<file path="config.mk">
export PLATFORM = sky130hd
export DESIGN_NAME = itdc_top
export DESIGN_NICKNAME = d
export VERILOG_FILES = /design/src/core/itdc_pkg.sv /design/src/core/itdc_pwm.sv /design/src/core/itdc_top.sv
export VERILOG_INCLUDE_DIRS = /design/src /design/src/core
export SDC_FILE = /design/constraint.sdc
export NUM_CORES = 2
export LEC_CHECK = 0
export ABC_AREA = 1
export BUFFER_PORTS_ARGS = -buffer_cell sky130_fd_sc_hd__buf_2
export CORE_AREA = 2 2 373 375
export CTS_BUF_LIST = sky130_fd_sc_hd__clkbuf_4 sky130_fd_sc_hd__clkbuf_8
export CTS_CLUSTER_DIAMETER = 80
export CTS_CLUSTER_SIZE = 16
export DETAILED_ROUTE_END_ITERATION = 7
export DIE_AREA = 0 0 375 377
export HOLD_SLACK_MARGIN = 0.15
export PLACE_DENSITY_LB_ADDON = 0.05
export SLEW_MARGIN = 0
export SYNTH_ARGS = -nofsm -noshare
export SYNTH_HDL_FRONTEND = slang
export SYNTH_SLANG_ARGS = --single-unit
</file>
<file path="constraint.sdc">
create_clock -name clk_i -period 34.7 [get_ports clk_i]
set_input_delay 5.205 -clock clk_i [delete_from_list [all_inputs] [get_ports clk_i]]
set_output_delay 5.205 -clock clk_i [all_outputs]
set_load 0.1 [all_outputs]
</file>
<file path="src/core/itdc_defs.svh">
`ifndef ITDC_DEFS_SVH
`define ITDC_DEFS_SVH
// system clock rate in Hz (40 MHz)
`define ITDC_CLK_HZ 50'h2625A00
// frequency band and set points in Hz
`define ITDC_F_MIN 18'h1ADB0
`define ITDC_F_MAX 18'h23668
`define ITDC_F_PING 18'h222E0
`define ITDC_F_FB_INIT 18'h23668
`define ITDC_SV_B1 18'h1C138
`define ITDC_SV_B2 18'h1D4C0
`define ITDC_SV_B3 18'h20F58
// scaling factors in tenths of Hz
`define ITDC_SV_1 8'hF
`define ITDC_SV_2 8'h14
`define ITDC_SV_3 8'h1E
`define ITDC_SV_4 8'h32
// duty cycle in tenths of a percent
`define ITDC_D_HALF 10'h1F4
`define ITDC_D_FB_MIN 10'h190
`define ITDC_D_TOP_MIN 10'h32
`define ITDC_D_FB_INIT 10'hC8
// contract power threshold in mW
`define ITDC_P_5W 16'h1388
// gains and limits, scaled by 100
`define ITDC_FB_KP 32'shC8
`define ITDC_FB_KI 32'sh1
`define ITDC_FB_KD 32'sh0
`define ITDC_FB_ILIM 32'shC350
`define ITDC_FB_OLIM 32'sh7A120
`define ITDC_HB_KP 32'sh1F4
`define ITDC_HB_KI 32'sh2
`define ITDC_HB_KD 32'sh0
`define ITDC_HB_ILIM 32'sh186A0
`define ITDC_HB_OLIM 32'shF4240
`define ITDC_SCALE_DIV 32'sh3E8
// register byte offsets
`define ITDC_ADR_CTRL 8'h00
`define ITDC_ADR_CONTRACT 8'h04
`define ITDC_ADR_TARGET 8'h08
`define ITDC_ADR_STATUS 8'h0C
`define ITDC_ADR_FREQ 8'h10
`define ITDC_ADR_DUTY 8'h14
`define ITDC_ADR_CURRENT 8'h18
// field positions
`define ITDC_CTRL_RUN 0
`define ITDC_ST_POWER 0
`define ITDC_ST_FB 1
`define ITDC_ST_TOP 2
`define ITDC_ST_BUSY 3
`define ITDC_ST_RES 4
`endif

</file>
<file path="src/core/itdc_pkg.sv">
package itdc_pkg;
   // control states, one-hot
   typedef enum logic [3:0] {
      ITDC_IDLE = 4'h1,
      ITDC_POWER = 4'h2,
      ITDC_CALC = 4'h4,
      ITDC_APPLY = 4'h8
   } itdc_state_t;
   // one parameter set of the loop
   typedef struct packed {
      logic signed [31:0] kp;
      logic signed [31:0] ki;
      logic signed [31:0] kd;
      logic signed [31:0] ilim;
      logic signed [31:0] olim;
   } itdc_gain_t;
   // bridge gate drives
   typedef struct packed {
      logic a_hi;
      logic a_lo;
      logic b_hi;
      logic b_lo;
   } itdc_gate_t;
   // wishbone request and response
   typedef struct packed {
      logic cyc;
      logic stb;
      logic we;
      logic [7:0] adr;
      logic [3:0] sel;
      logic [31:0] dat;
   } itdc_wb_req_t;
   typedef struct packed {
      logic ack;
      logic [31:0] dat;
   } itdc_wb_rsp_t;
endpackage

</file>
<file path="src/core/itdc_pwm.sv">
`timescale 1ns/1ps
`default_nettype none
`include "itdc_defs.svh"
module itdc_pwm (
   // clock and reset
   input wire logic clk_i,
   input wire logic rst_i,
   // settings
   input wire logic en_i,
   input wire logic fb_i,
   input wire logic [17:0] freq_i,
   input wire logic [9:0] duty_i,
   // gates
   output itdc_pkg::itdc_gate_t gate_o
);
   import itdc_pkg::*;
   logic [31:0] phase_q;
   logic [31:0] phase2;
   logic [49:0] inc_w;
   logic [19:0] thr_w;
   logic p1;
   logic p2;
   // phase increment in steps of about 0.0093 Hz (40 MHz / 2^32), far finer than needed
   assign inc_w = {freq_i, 32'h0} / `ITDC_CLK_HZ;
   // duty threshold in 1/1024 of a period
   assign thr_w = {duty_i, 10'h0} / 20'h3E8;
   assign phase2 = phase_q + 32'h80000000;
   assign p1 = phase_q[31:22] < thr_w[9:0];
   assign p2 = phase2[31:22] < thr_w[9:0];
   // phase accumulator
   always_ff @(posedge clk_i) begin
      if (rst_i || !en_i) begin
         phase_q <= 32'h0;
      end else begin
         phase_q <= phase_q + inc_w[31:0];
      end
   end
   // gate pattern per topology
   always_ff @(posedge clk_i) begin
      if (rst_i || !en_i) begin
         gate_o <= '0;
      end else if (fb_i) begin
         gate_o <= '{a_hi: p1, a_lo: p2, b_hi: p2, b_lo: p1};
      end else begin
         gate_o <= '{a_hi: p1, a_lo: !p1, b_hi: 1'b0, b_lo: 1'b1};
      end
   end
endmodule
`default_nettype wire

</file>
<file path="src/core/itdc_top.sv">
`timescale 1ns/1ps
`default_nettype none
`include "itdc_defs.svh"
module itdc_top (
   // clock and reset
   input wire logic clk_i,
   input wire logic rst_i,
   // register bus
   input wire itdc_pkg::itdc_wb_req_t wb_i,
   output itdc_pkg::itdc_wb_rsp_t wb_o,
   // coil current amplitude in mA
   input wire logic [11:0] coil_ma_i,
   // inverter and status
   output itdc_pkg::itdc_gate_t gate_o,
   output logic power_on_o,
   output logic full_bridge_o,
   output logic res_sense_cap_o
);
   import itdc_pkg::*;

   // saturate a signed value to plus or minus lim
   function automatic logic signed [31:0] sat(input logic signed [31:0] x,
                                              input logic signed [31:0] lim);
      if (x > lim) begin
         sat = lim;
      end else if (x < -lim) begin
         sat = -lim;
      end else begin
         sat = x;
      end
   endfunction

   // byte lane merge for writes
   function automatic logic [31:0] merge(input logic [31:0] old_v,
                                         input logic [31:0] new_v,
                                         input logic [3:0] sel);
      logic [31:0] r;
      r = old_v;
      for (int i = 0; i < 4; i++) begin
         if (sel[i]) begin
            r[i*8 +: 8] = new_v[i*8 +: 8];
         end
      end
      merge = r;
   endfunction

   // band scaling in tenths of Hz
   function automatic logic [7:0] scale_of(input logic [17:0] f);
      if (f < `ITDC_SV_B1) begin
         scale_of = `ITDC_SV_1;
      end else if (f < `ITDC_SV_B2) begin
         scale_of = `ITDC_SV_2;
      end else if (f < `ITDC_SV_B3) begin
         scale_of = `ITDC_SV_3;
      end else begin
         scale_of = `ITDC_SV_4;
      end
   endfunction

   // register state
   logic ack_q;
   logic [31:0] rdat_q;
   logic run_q;
   logic [15:0] pmax_q;
   logic contract_q;
   logic [11:0] target_q;
   logic ce_pend_q;
   // current synchroniser
   logic [11:0] cur_s1_q;
   logic [11:0] cur_s2_q;
   logic [11:0] cur_p_q;
   logic [11:0] cur_q;
   // loop state
   itdc_state_t state_q;
   logic fb_q;
   logic [17:0] freq_q;
   logic [9:0] duty_q;
   logic signed [31:0] err_q;
   logic signed [31:0] eprev_q;
   logic signed [31:0] integ_q;
   logic power_q;
   logic fb_out_q;
   logic res_q;

   // bus decode
   logic req_w;
   logic wr_w;
   logic ce_ev_w;
   logic [31:0] rd_w;
   logic [31:0] status_w;
   assign req_w = wb_i.cyc && wb_i.stb && !ack_q;
   assign wr_w = req_w && wb_i.we;
   assign ce_ev_w = wr_w && (wb_i.adr == `ITDC_ADR_TARGET) && (wb_i.sel != 4'h0);

   // status word; resonance sensing always reads zero
   assign status_w = {27'h0, res_q, (ce_pend_q || state_q == ITDC_CALC ||
                      state_q == ITDC_APPLY), (freq_q == `ITDC_F_MAX), fb_q,
                      (state_q != ITDC_IDLE)};

   // read mux, unmapped addresses read zero
   assign rd_w = (wb_i.adr == `ITDC_ADR_CTRL) ? {31'h0, run_q} :
                 (wb_i.adr == `ITDC_ADR_CONTRACT) ? {16'h0, pmax_q} :
                 (wb_i.adr == `ITDC_ADR_TARGET) ? {20'h0, target_q} :
                 (wb_i.adr == `ITDC_ADR_STATUS) ? status_w :
                 (wb_i.adr == `ITDC_ADR_FREQ) ? {14'h0, freq_q} :
                 (wb_i.adr == `ITDC_ADR_DUTY) ? {22'h0, duty_q} :
                 (wb_i.adr == `ITDC_ADR_CURRENT) ? {20'h0, cur_q} : 32'h0;

   // bus handshake, one wait state
   always_ff @(posedge clk_i) begin
      if (rst_i) begin
         ack_q <= 1'b0;
         rdat_q <= 32'h0;
      end else begin
         ack_q <= req_w;
         rdat_q <= req_w ? rd_w : 32'h0;
      end
   end
   assign wb_o = '{ack: ack_q, dat: rdat_q};

   // software registers
   logic [31:0] ctrl_m;
   logic [31:0] pmax_m;
   logic [31:0] tgt_m;
   assign ctrl_m = merge({31'h0, run_q}, wb_i.dat, wb_i.sel);
   assign pmax_m = merge({16'h0, pmax_q}, wb_i.dat, wb_i.sel);
   assign tgt_m = merge({20'h0, target_q}, wb_i.dat, wb_i.sel);
   always_ff @(posedge clk_i) begin
      if (rst_i) begin
         run_q <= 1'b0;
         pmax_q <= 16'h0;
         target_q <= 12'h0;
      end else if (wr_w) begin
         if (wb_i.adr == `ITDC_ADR_CTRL) begin
            run_q <= ctrl_m[`ITDC_CTRL_RUN];
         end
         if (wb_i.adr == `ITDC_ADR_CONTRACT) begin
            pmax_q <= pmax_m[15:0];
         end
         if (wb_i.adr == `ITDC_ADR_TARGET) begin
            target_q <= tgt_m[11:0];
         end
      end
   end

   // current in 1 mA steps, two flops, taken once two samples agree
   always_ff @(posedge clk_i) begin
      if (rst_i) begin
         cur_s1_q <= 12'h0;
         cur_s2_q <= 12'h0;
         cur_p_q <= 12'h0;
         cur_q <= 12'h0;
      end else begin
         cur_s1_q <= coil_ma_i;
         cur_s2_q <= cur_s1_q;
         cur_p_q <= cur_s2_q;
         cur_q <= (cur_s2_q == cur_p_q) ? cur_s2_q : cur_q;
      end
   end

   // gain set by topology
   itdc_gain_t g_w;
   assign g_w = fb_q ?
      itdc_gain_t'{kp: `ITDC_FB_KP, ki: `ITDC_FB_KI, kd: `ITDC_FB_KD,
        ilim: `ITDC_FB_ILIM, olim: `ITDC_FB_OLIM} :
      itdc_gain_t'{kp: `ITDC_HB_KP, ki: `ITDC_HB_KI, kd: `ITDC_HB_KD,
        ilim: `ITDC_HB_ILIM, olim: `ITDC_HB_OLIM};

   // loop arithmetic, all terms scaled by 100
   logic signed [31:0] err_w;
   logic signed [31:0] integ_w;
   logic signed [31:0] pid_w;
   logic [7:0] sv_w;
   logic signed [31:0] df_w;
   logic signed [31:0] dd_w;
   logic signed [31:0] fnew_w;
   logic signed [31:0] dnew_w;
   logic duty_mode_w;
   logic switch_w;
   assign err_w = $signed({20'h0, target_q}) - $signed({20'h0, cur_q});
   assign integ_w = sat(integ_q + 32'(g_w.ki * err_q), g_w.ilim);
   assign pid_w = sat(32'(g_w.kp * err_q) + integ_q +
                      32'(g_w.kd * (err_q - eprev_q)), g_w.olim);
   // 140-145 kHz falls in the top 5 Hz band
   assign sv_w = scale_of(freq_q);
   assign df_w = 32'(pid_w * $signed({24'h0, sv_w})) / `ITDC_SCALE_DIV;
   // duty moves by +0.01% per unit of loop output: more power, more duty
   assign dd_w = pid_w / `ITDC_SCALE_DIV;
   // positive output lowers frequency or raises duty
   assign fnew_w = sat($signed({14'h0, freq_q}) - df_w, 32'sh7FFFFFFF);
   assign dnew_w = $signed({22'h0, duty_q}) + dd_w;
   // duty is touched only at the top of the band
   assign duty_mode_w = (freq_q == `ITDC_F_MAX) &&
                        !(pid_w > 32'sh0 && duty_q == `ITDC_D_HALF);
   // first error after a large contract moves to full bridge
   assign switch_w = !fb_q && contract_q && (pmax_q > `ITDC_P_5W);

   // contract valid once written, cleared when power stops
   always_ff @(posedge clk_i) begin
      if (rst_i || state_q == ITDC_IDLE) begin
         contract_q <= 1'b0;
      end else if (wr_w && wb_i.adr == `ITDC_ADR_CONTRACT) begin
         contract_q <= 1'b1;
      end
   end

   // pending error report; a new report beats its own consumption
   always_ff @(posedge clk_i) begin
      if (rst_i) begin
         ce_pend_q <= 1'b0;
      end else if (ce_ev_w) begin
         ce_pend_q <= 1'b1;
      end else if (state_q == ITDC_POWER || state_q == ITDC_IDLE) begin
         ce_pend_q <= 1'b0;
      end
   end

   // control sequencer
   always_ff @(posedge clk_i) begin
      if (rst_i) begin
         state_q <= ITDC_IDLE;
         fb_q <= 1'b0;
         freq_q <= `ITDC_F_PING;
         duty_q <= `ITDC_D_HALF;
         err_q <= 32'sh0;
         eprev_q <= 32'sh0;
         integ_q <= 32'sh0;
      end else begin
         case (state_q)
            ITDC_IDLE: begin
               if (run_q) begin
                  // ping in half bridge at 140 kHz, 50%
                  fb_q <= 1'b0;
                  freq_q <= `ITDC_F_PING;
                  duty_q <= `ITDC_D_HALF;
                  integ_q <= 32'sh0;
                  eprev_q <= 32'sh0;
                  state_q <= ITDC_POWER;
               end
            end
            ITDC_POWER: begin
               if (!run_q) begin
                  state_q <= ITDC_IDLE;
               end else if (ce_pend_q && switch_w) begin
                  // full bridge start at 145 kHz, 20%
                  fb_q <= 1'b1;
                  freq_q <= `ITDC_F_FB_INIT;
                  duty_q <= `ITDC_D_FB_INIT;
                  integ_q <= 32'sh0;
                  eprev_q <= 32'sh0;
               end else if (ce_pend_q) begin
                  state_q <= ITDC_CALC;
               end
            end
            ITDC_CALC: begin
               err_q <= err_w;
               state_q <= ITDC_APPLY;
            end
            ITDC_APPLY: begin
               integ_q <= integ_w;
               eprev_q <= err_q;
               state_q <= ITDC_POWER;
               if (duty_mode_w) begin
                  // at the top duty may fall to 5%
                  if (dnew_w > $signed({22'h0, `ITDC_D_HALF})) begin
                     duty_q <= `ITDC_D_HALF;
                  end else if (dnew_w < $signed({22'h0, `ITDC_D_TOP_MIN})) begin
                     duty_q <= `ITDC_D_TOP_MIN;
                  end else begin
                     duty_q <= dnew_w[9:0];
                  end
               end else begin
                  // below the top the duty stays at 50%
                  duty_q <= `ITDC_D_HALF;
                  // frequency kept in the band
                  if (fnew_w > $signed({14'h0, `ITDC_F_MAX})) begin
                     freq_q <= `ITDC_F_MAX;
                  end else if (fnew_w < $signed({14'h0, `ITDC_F_MIN})) begin
                     freq_q <= `ITDC_F_MIN;
                  end else begin
                     freq_q <= fnew_w[17:0];
                  end
               end
            end
            default: begin
               state_q <= ITDC_IDLE;
            end
         endcase
      end
   end

   // registered status outputs; capability flag held clear
   always_ff @(posedge clk_i) begin
      if (rst_i) begin
         power_q <= 1'b0;
         fb_out_q <= 1'b0;
         res_q <= 1'b0;
      end else begin
         power_q <= (state_q != ITDC_IDLE);
         fb_out_q <= fb_q;
         res_q <= 1'b0;
      end
   end
   assign power_on_o = power_q;
   assign full_bridge_o = fb_out_q;
   assign res_sense_cap_o = res_q;

   // inverter drive
   itdc_pwm u_pwm (
      .clk_i(clk_i),
      .rst_i(rst_i),
      .en_i(state_q != ITDC_IDLE),
      .fb_i(fb_q),
      .freq_i(freq_q),
      .duty_i(duty_q),
      .gate_o(gate_o)
   );

   // checks
   chk_freq_band: assert property (@(posedge clk_i) disable iff (rst_i)
      freq_q >= `ITDC_F_MIN && freq_q <= `ITDC_F_MAX)
      else $error("frequency left the band");
   chk_fb_duty: assert property (@(posedge clk_i) disable iff (rst_i)
      (fb_q && freq_q != `ITDC_F_MAX) |-> duty_q >= `ITDC_D_FB_MIN &&
      duty_q <= `ITDC_D_HALF)
      else $error("full bridge duty out of range");
   chk_top_duty: assert property (@(posedge clk_i) disable iff (rst_i)
      (state_q == ITDC_APPLY) |=> duty_q >= `ITDC_D_TOP_MIN)
      else $error("duty below minimum");
   chk_power_dir: assert property (@(posedge clk_i) disable iff (rst_i)
      (state_q == ITDC_APPLY && pid_w > 32'sh0 && !duty_mode_w) |=>
      freq_q <= $past(freq_q))
      else $error("more power raised frequency");
   chk_ping_start: assert property (@(posedge clk_i) disable iff (rst_i)
      (state_q == ITDC_IDLE && run_q) |=> !fb_q && freq_q == `ITDC_F_PING &&
      duty_q == `ITDC_D_HALF ##1 power_on_o)
      else $error("ping settings wrong");
   chk_fb_switch: assert property (@(posedge clk_i) disable iff (rst_i)
      (state_q == ITDC_POWER && run_q && ce_pend_q && switch_w) |=>
      fb_q && freq_q == `ITDC_F_FB_INIT && duty_q == `ITDC_D_FB_INIT ##1 full_bridge_o)
      else $error("full bridge switch wrong");
   chk_loop_seq: assert property (@(posedge clk_i) disable iff (rst_i)
      (state_q == ITDC_POWER && run_q && ce_pend_q && !switch_w) |=>
      state_q == ITDC_CALC ##1 state_q == ITDC_APPLY ##1 state_q == ITDC_POWER)
      else $error("loop step sequence broken");
   chk_gain_set: assert property (@(posedge clk_i) disable iff (rst_i)
      fb_q ? (g_w.kp == `ITDC_FB_KP && g_w.olim == `ITDC_FB_OLIM) :
      (g_w.kp == `ITDC_HB_KP && g_w.olim == `ITDC_HB_OLIM))
      else $error("wrong gain set");
   chk_integ_lim: assert property (@(posedge clk_i) disable iff (rst_i)
      fb_q ? (integ_q <= `ITDC_FB_ILIM && integ_q >= -`ITDC_FB_ILIM) :
      (integ_q <= `ITDC_HB_ILIM && integ_q >= -`ITDC_HB_ILIM))
      else $error("integral term over its limit");
   chk_scale_top: assert property (@(posedge clk_i) disable iff (rst_i)
      (freq_q >= `ITDC_SV_B3 |-> sv_w == `ITDC_SV_4) and
      (freq_q < `ITDC_SV_B1 |-> sv_w == `ITDC_SV_1))
      else $error("wrong band scaling");
   chk_cap_clear: assert property (@(posedge clk_i) disable iff (rst_i)
      !res_sense_cap_o && !status_w[`ITDC_ST_RES])
      else $error("capability flag set");
   chk_ack_pulse: assert property (@(posedge clk_i) disable iff (rst_i)
      ack_q |=> !ack_q)
      else $error("ack longer than one cycle");
endmodule
`default_nettype wire

</file>
==> results.md <==
* Mapped Area at 68280 um^2
* Part of the Yosys area used for sequential elements at approximately 6.3%
* Max-cap violations at 0
* Final TNS setup at 0 ns
* YS warnings at 0
* Slew at the pin closest to its max-slew limit at between 1 and 1.5 ns
* CTS tree: yes
* Routability-driven placement congestion ratio at between 0.9 and 1
* Crit path capture type: flop
* Critical Path Max Stage Delay at approximately 0.6 ns
* Die Height at 377 um
* Clock transition at path regs at around 0.11 ns
* Min Clock Period, post-route at between 30 and 40 ns
* Mapped Cells at approximately 11k
* Inserted Clock Buffers at 25
* Ys async rst share at 0%
* Vias at roughly 70k
* Synth-to-layout area growth at 17.04%
* #FFs+latches synth at around 210
* Largest net degree at the start of global routing at between 60 and 70
* DP HPWL at about 180000 um
* CTS root buffer: clkbuf_8
* FMAX at slightly above 30 MHz
* Slowest CP cell: fa_1
* DR vias/cell at between 5 and 6
* Routed WL per cell at about 16 um
* Starting Density at about half
* Worst hold margin at ~0.41 ns
* IO Count at between 100 and 150
* Startpoint types: flop
* CP bufs+invs at 42
* Most used cell, CP: nand2_2
* Antenna violations before repair at 5
* Fin Clk Skew at around 0.075 ns
* Row count at 136
* DRT Wirelength at approximately 210000 um
* WS Path Type: flop to flop
* Share of post-route cells with drive strength above 1 at approximately 29%
* Fin crit share at approximately 95%
* Max Root-Sink Buffers at 3
* CTS H-tree lvls at 1
* Layout net count at roughly 12k
* Syn Area/Cell at between 6 and 7 um^2
* Worst endpoint required time at roughly 35 ns
* Total die area at between 100000 and 150000 um^2
* DR DRC count at 0
* Overflow after GRT at 0
* 1st-iter DRT viols at around 3.7k
* First-pass GRT wire length at 336400 um
* Post-route cell area at approximately 80000 um^2
* Width of the die at around 380 um
* Pins Over Slew Limit at 0
* Area after DPL at 73670 um^2
* Final setup violation count at 0
* Synth unique cells at roughly 110
* Detail Route Antenna Nets at 0
* Worst skew pair latency at 0.68 ns
* Hold Vio Cnt, Final at 0
* Fillers at 13.69k
* Number of global-route vias before repair at 66.76k
* Post-synth EDFFs at 0
* Slew HR at approximately 15%
* Crit path max fanout at 9
* Core ar. at approximately 140000 um^2
* HP Class: flop to flop
* Status: finished, final reports clean
* CTS sink count at around 210
* CP top delay family: simple AND/OR/NAND/NOR gates
* Arrival time worst endpoint at about 34 ns
* Buffers on Ports at ~70
* Top_reg_cell synth: dfxtp_1
* Drt first pass iters at 6
* GRT Util Overall at 28.53%
## per-layer routing
layer	vias up	routed length (um)	global-route usage, %
met5	-	0	0
met3	378	5761	1.249
met2	1300	109000	54.27
met1	32470	88310	33.62
li1	35850	-	-
met4	0	9086	10.50
## worst paths after layout
kind / depth (start not counted) / start / endpoint / slack [ns]
setup reg to reg: 247 / fb_q$_SDFFE_PP0P_ / freq_q[17]$_SDFFE_PP1P_ / 1.64
setup / recovery: 247 / fb_q$_SDFFE_PP0P_ / freq_q[17]$_SDFFE_PP1P_ / 1.64
hold reg to reg: 2 / cur_s1_q[11]$_SDFF_PP0_ / cur_s2_q[11]$_SDFF_PP0_ / 0.41
hold / removal: 2 / cur_s1_q[11]$_SDFF_PP0_ / cur_s2_q[11]$_SDFF_PP0_ / 0.41
## cell usage after synthesis, types with 132 or more instances
library cell / count / area share [%]
nand2_4: 373 / 6.2
nand4_1: 256 / 2.3
nand3_1: 845 / 6.2
ha_1: 514 / 9.4
xor2_1: 395 / 5.1
nor2_1: 1024 / 5.6
nand2_1: 2443 / 13
a21oi_1: 415 / 3.0
inv_2: 172 / 0.95
dfxtp_1: 214 / 6.3
fa_1: 195 / 5.7
nand3_2: 132 / 1.9
nor3_1: 132 / 0.97
nand2_2: 500 / 4.6
o21ai_0: 330 / 2.4
inv_1: 1567 / 8.6
## worst reg2reg max path: cells and delay by family (launching register included)
family                     cells  cell delay (ns)
AOI/OAI and AO/OA             31             4.59
adders and majority gates     19             6.96
DFF                            1             0.44
buffers and inverters         42             3.92
xor gates and xnor gates      12             2.01
and+or+nand+nor              143            15.05
## sequential cells by signal (all words and copies together) (netlist names), 13 cells and up
| name | cells |
|---|---|
| pmax_q | 16 |
| integ_q | 32 |
| rdat_q | 18 |
| err_q | 13 |
| u_pwm.phase_q | 32 |
| freq_q | 18 |
## layout make-up
| cell class | instances | area (um^2) | area share, % |
|---|---|---|---|
| inverter | 1828 | 7213 | 9.027 |
| antenna | 1 | 2.502 | 0.003132 |
| clock inverter | 14 | 158.9 | 0.1989 |
| multi-input combinational | 8562 | 58380 | 73.06 |
| clock buffer | 27 | 359.1 | 0.4494 |
| timing repair buffer | 915 | 7218 | 9.033 |
| sequential | 214 | 4332 | 5.421 |
| tap | 1794 | 2245 | 2.809 |
## timing repair
item                                    in CTS  in global routing
buffers inserted                            27                213
pin swaps                                   24                387
gates cloned                                 1                 15
endpoints found under the setup margin      23                 39
resized for setup                           96                850
hold buffers                                 0                  0
## kinds of logic (layout without fill, tap and decap cells)
kind of cell | count (synthesis) | in the layout | synth area share, %
buffers and inverters | 2034 | 2784 | 13.41
AOI/OAI and AO/OA | 1064 | 1064 | 9.155
adders and majority gates | 709 | 709 | 15.14
DFF | 214 | 214 | 6.275
and+or+nand+nor | 6219 | 6229 | 48.55
other | 2 | 24 | 0.01100
xor gates and xnor gates | 537 | 537 | 7.466
## cells in the final DEF, fill, tap and decap left out, types with 27 or more instances in the layout
cell,n
a21oi_1,385
a21oi_2,38
a31oi_1,27
buf_2,69
buf_4,778
buf_6,36
dfxtp_1,198
fa_1,191
ha_1,465
ha_4,42
inv_1,1490
inv_2,234
inv_4,31
nand2_1,2288
nand2_2,608
nand2_4,415
nand3_1,787
nand3_2,179
nand3_4,65
nand3b_1,52
nand4_1,256
nor2_1,919
nor2_2,157
nor2_4,145
nor3_1,115
nor4_1,38
o21ai_0,255
o21ai_1,63
o21ai_2,60
o21bai_1,35
or2_2,49
xnor2_1,90
xor2_1,365
xor2_2,58
## metrics by stage
stage	setup slack [ns]	instances	utilization, %
final	1.640	13360	58.33
after detailed placement	-1.960	13060	53.78
after CTS	0.004444	13130	54.55
after global routing	-0.7485	13360	58.33
after floorplan	0.06961	10800	-
after global placement	-1.499	13060	53.78
Power is left out: the tool's default activity adds up to more than one toggle a clock period on the data nets, which glitch-free logic cannot reach.
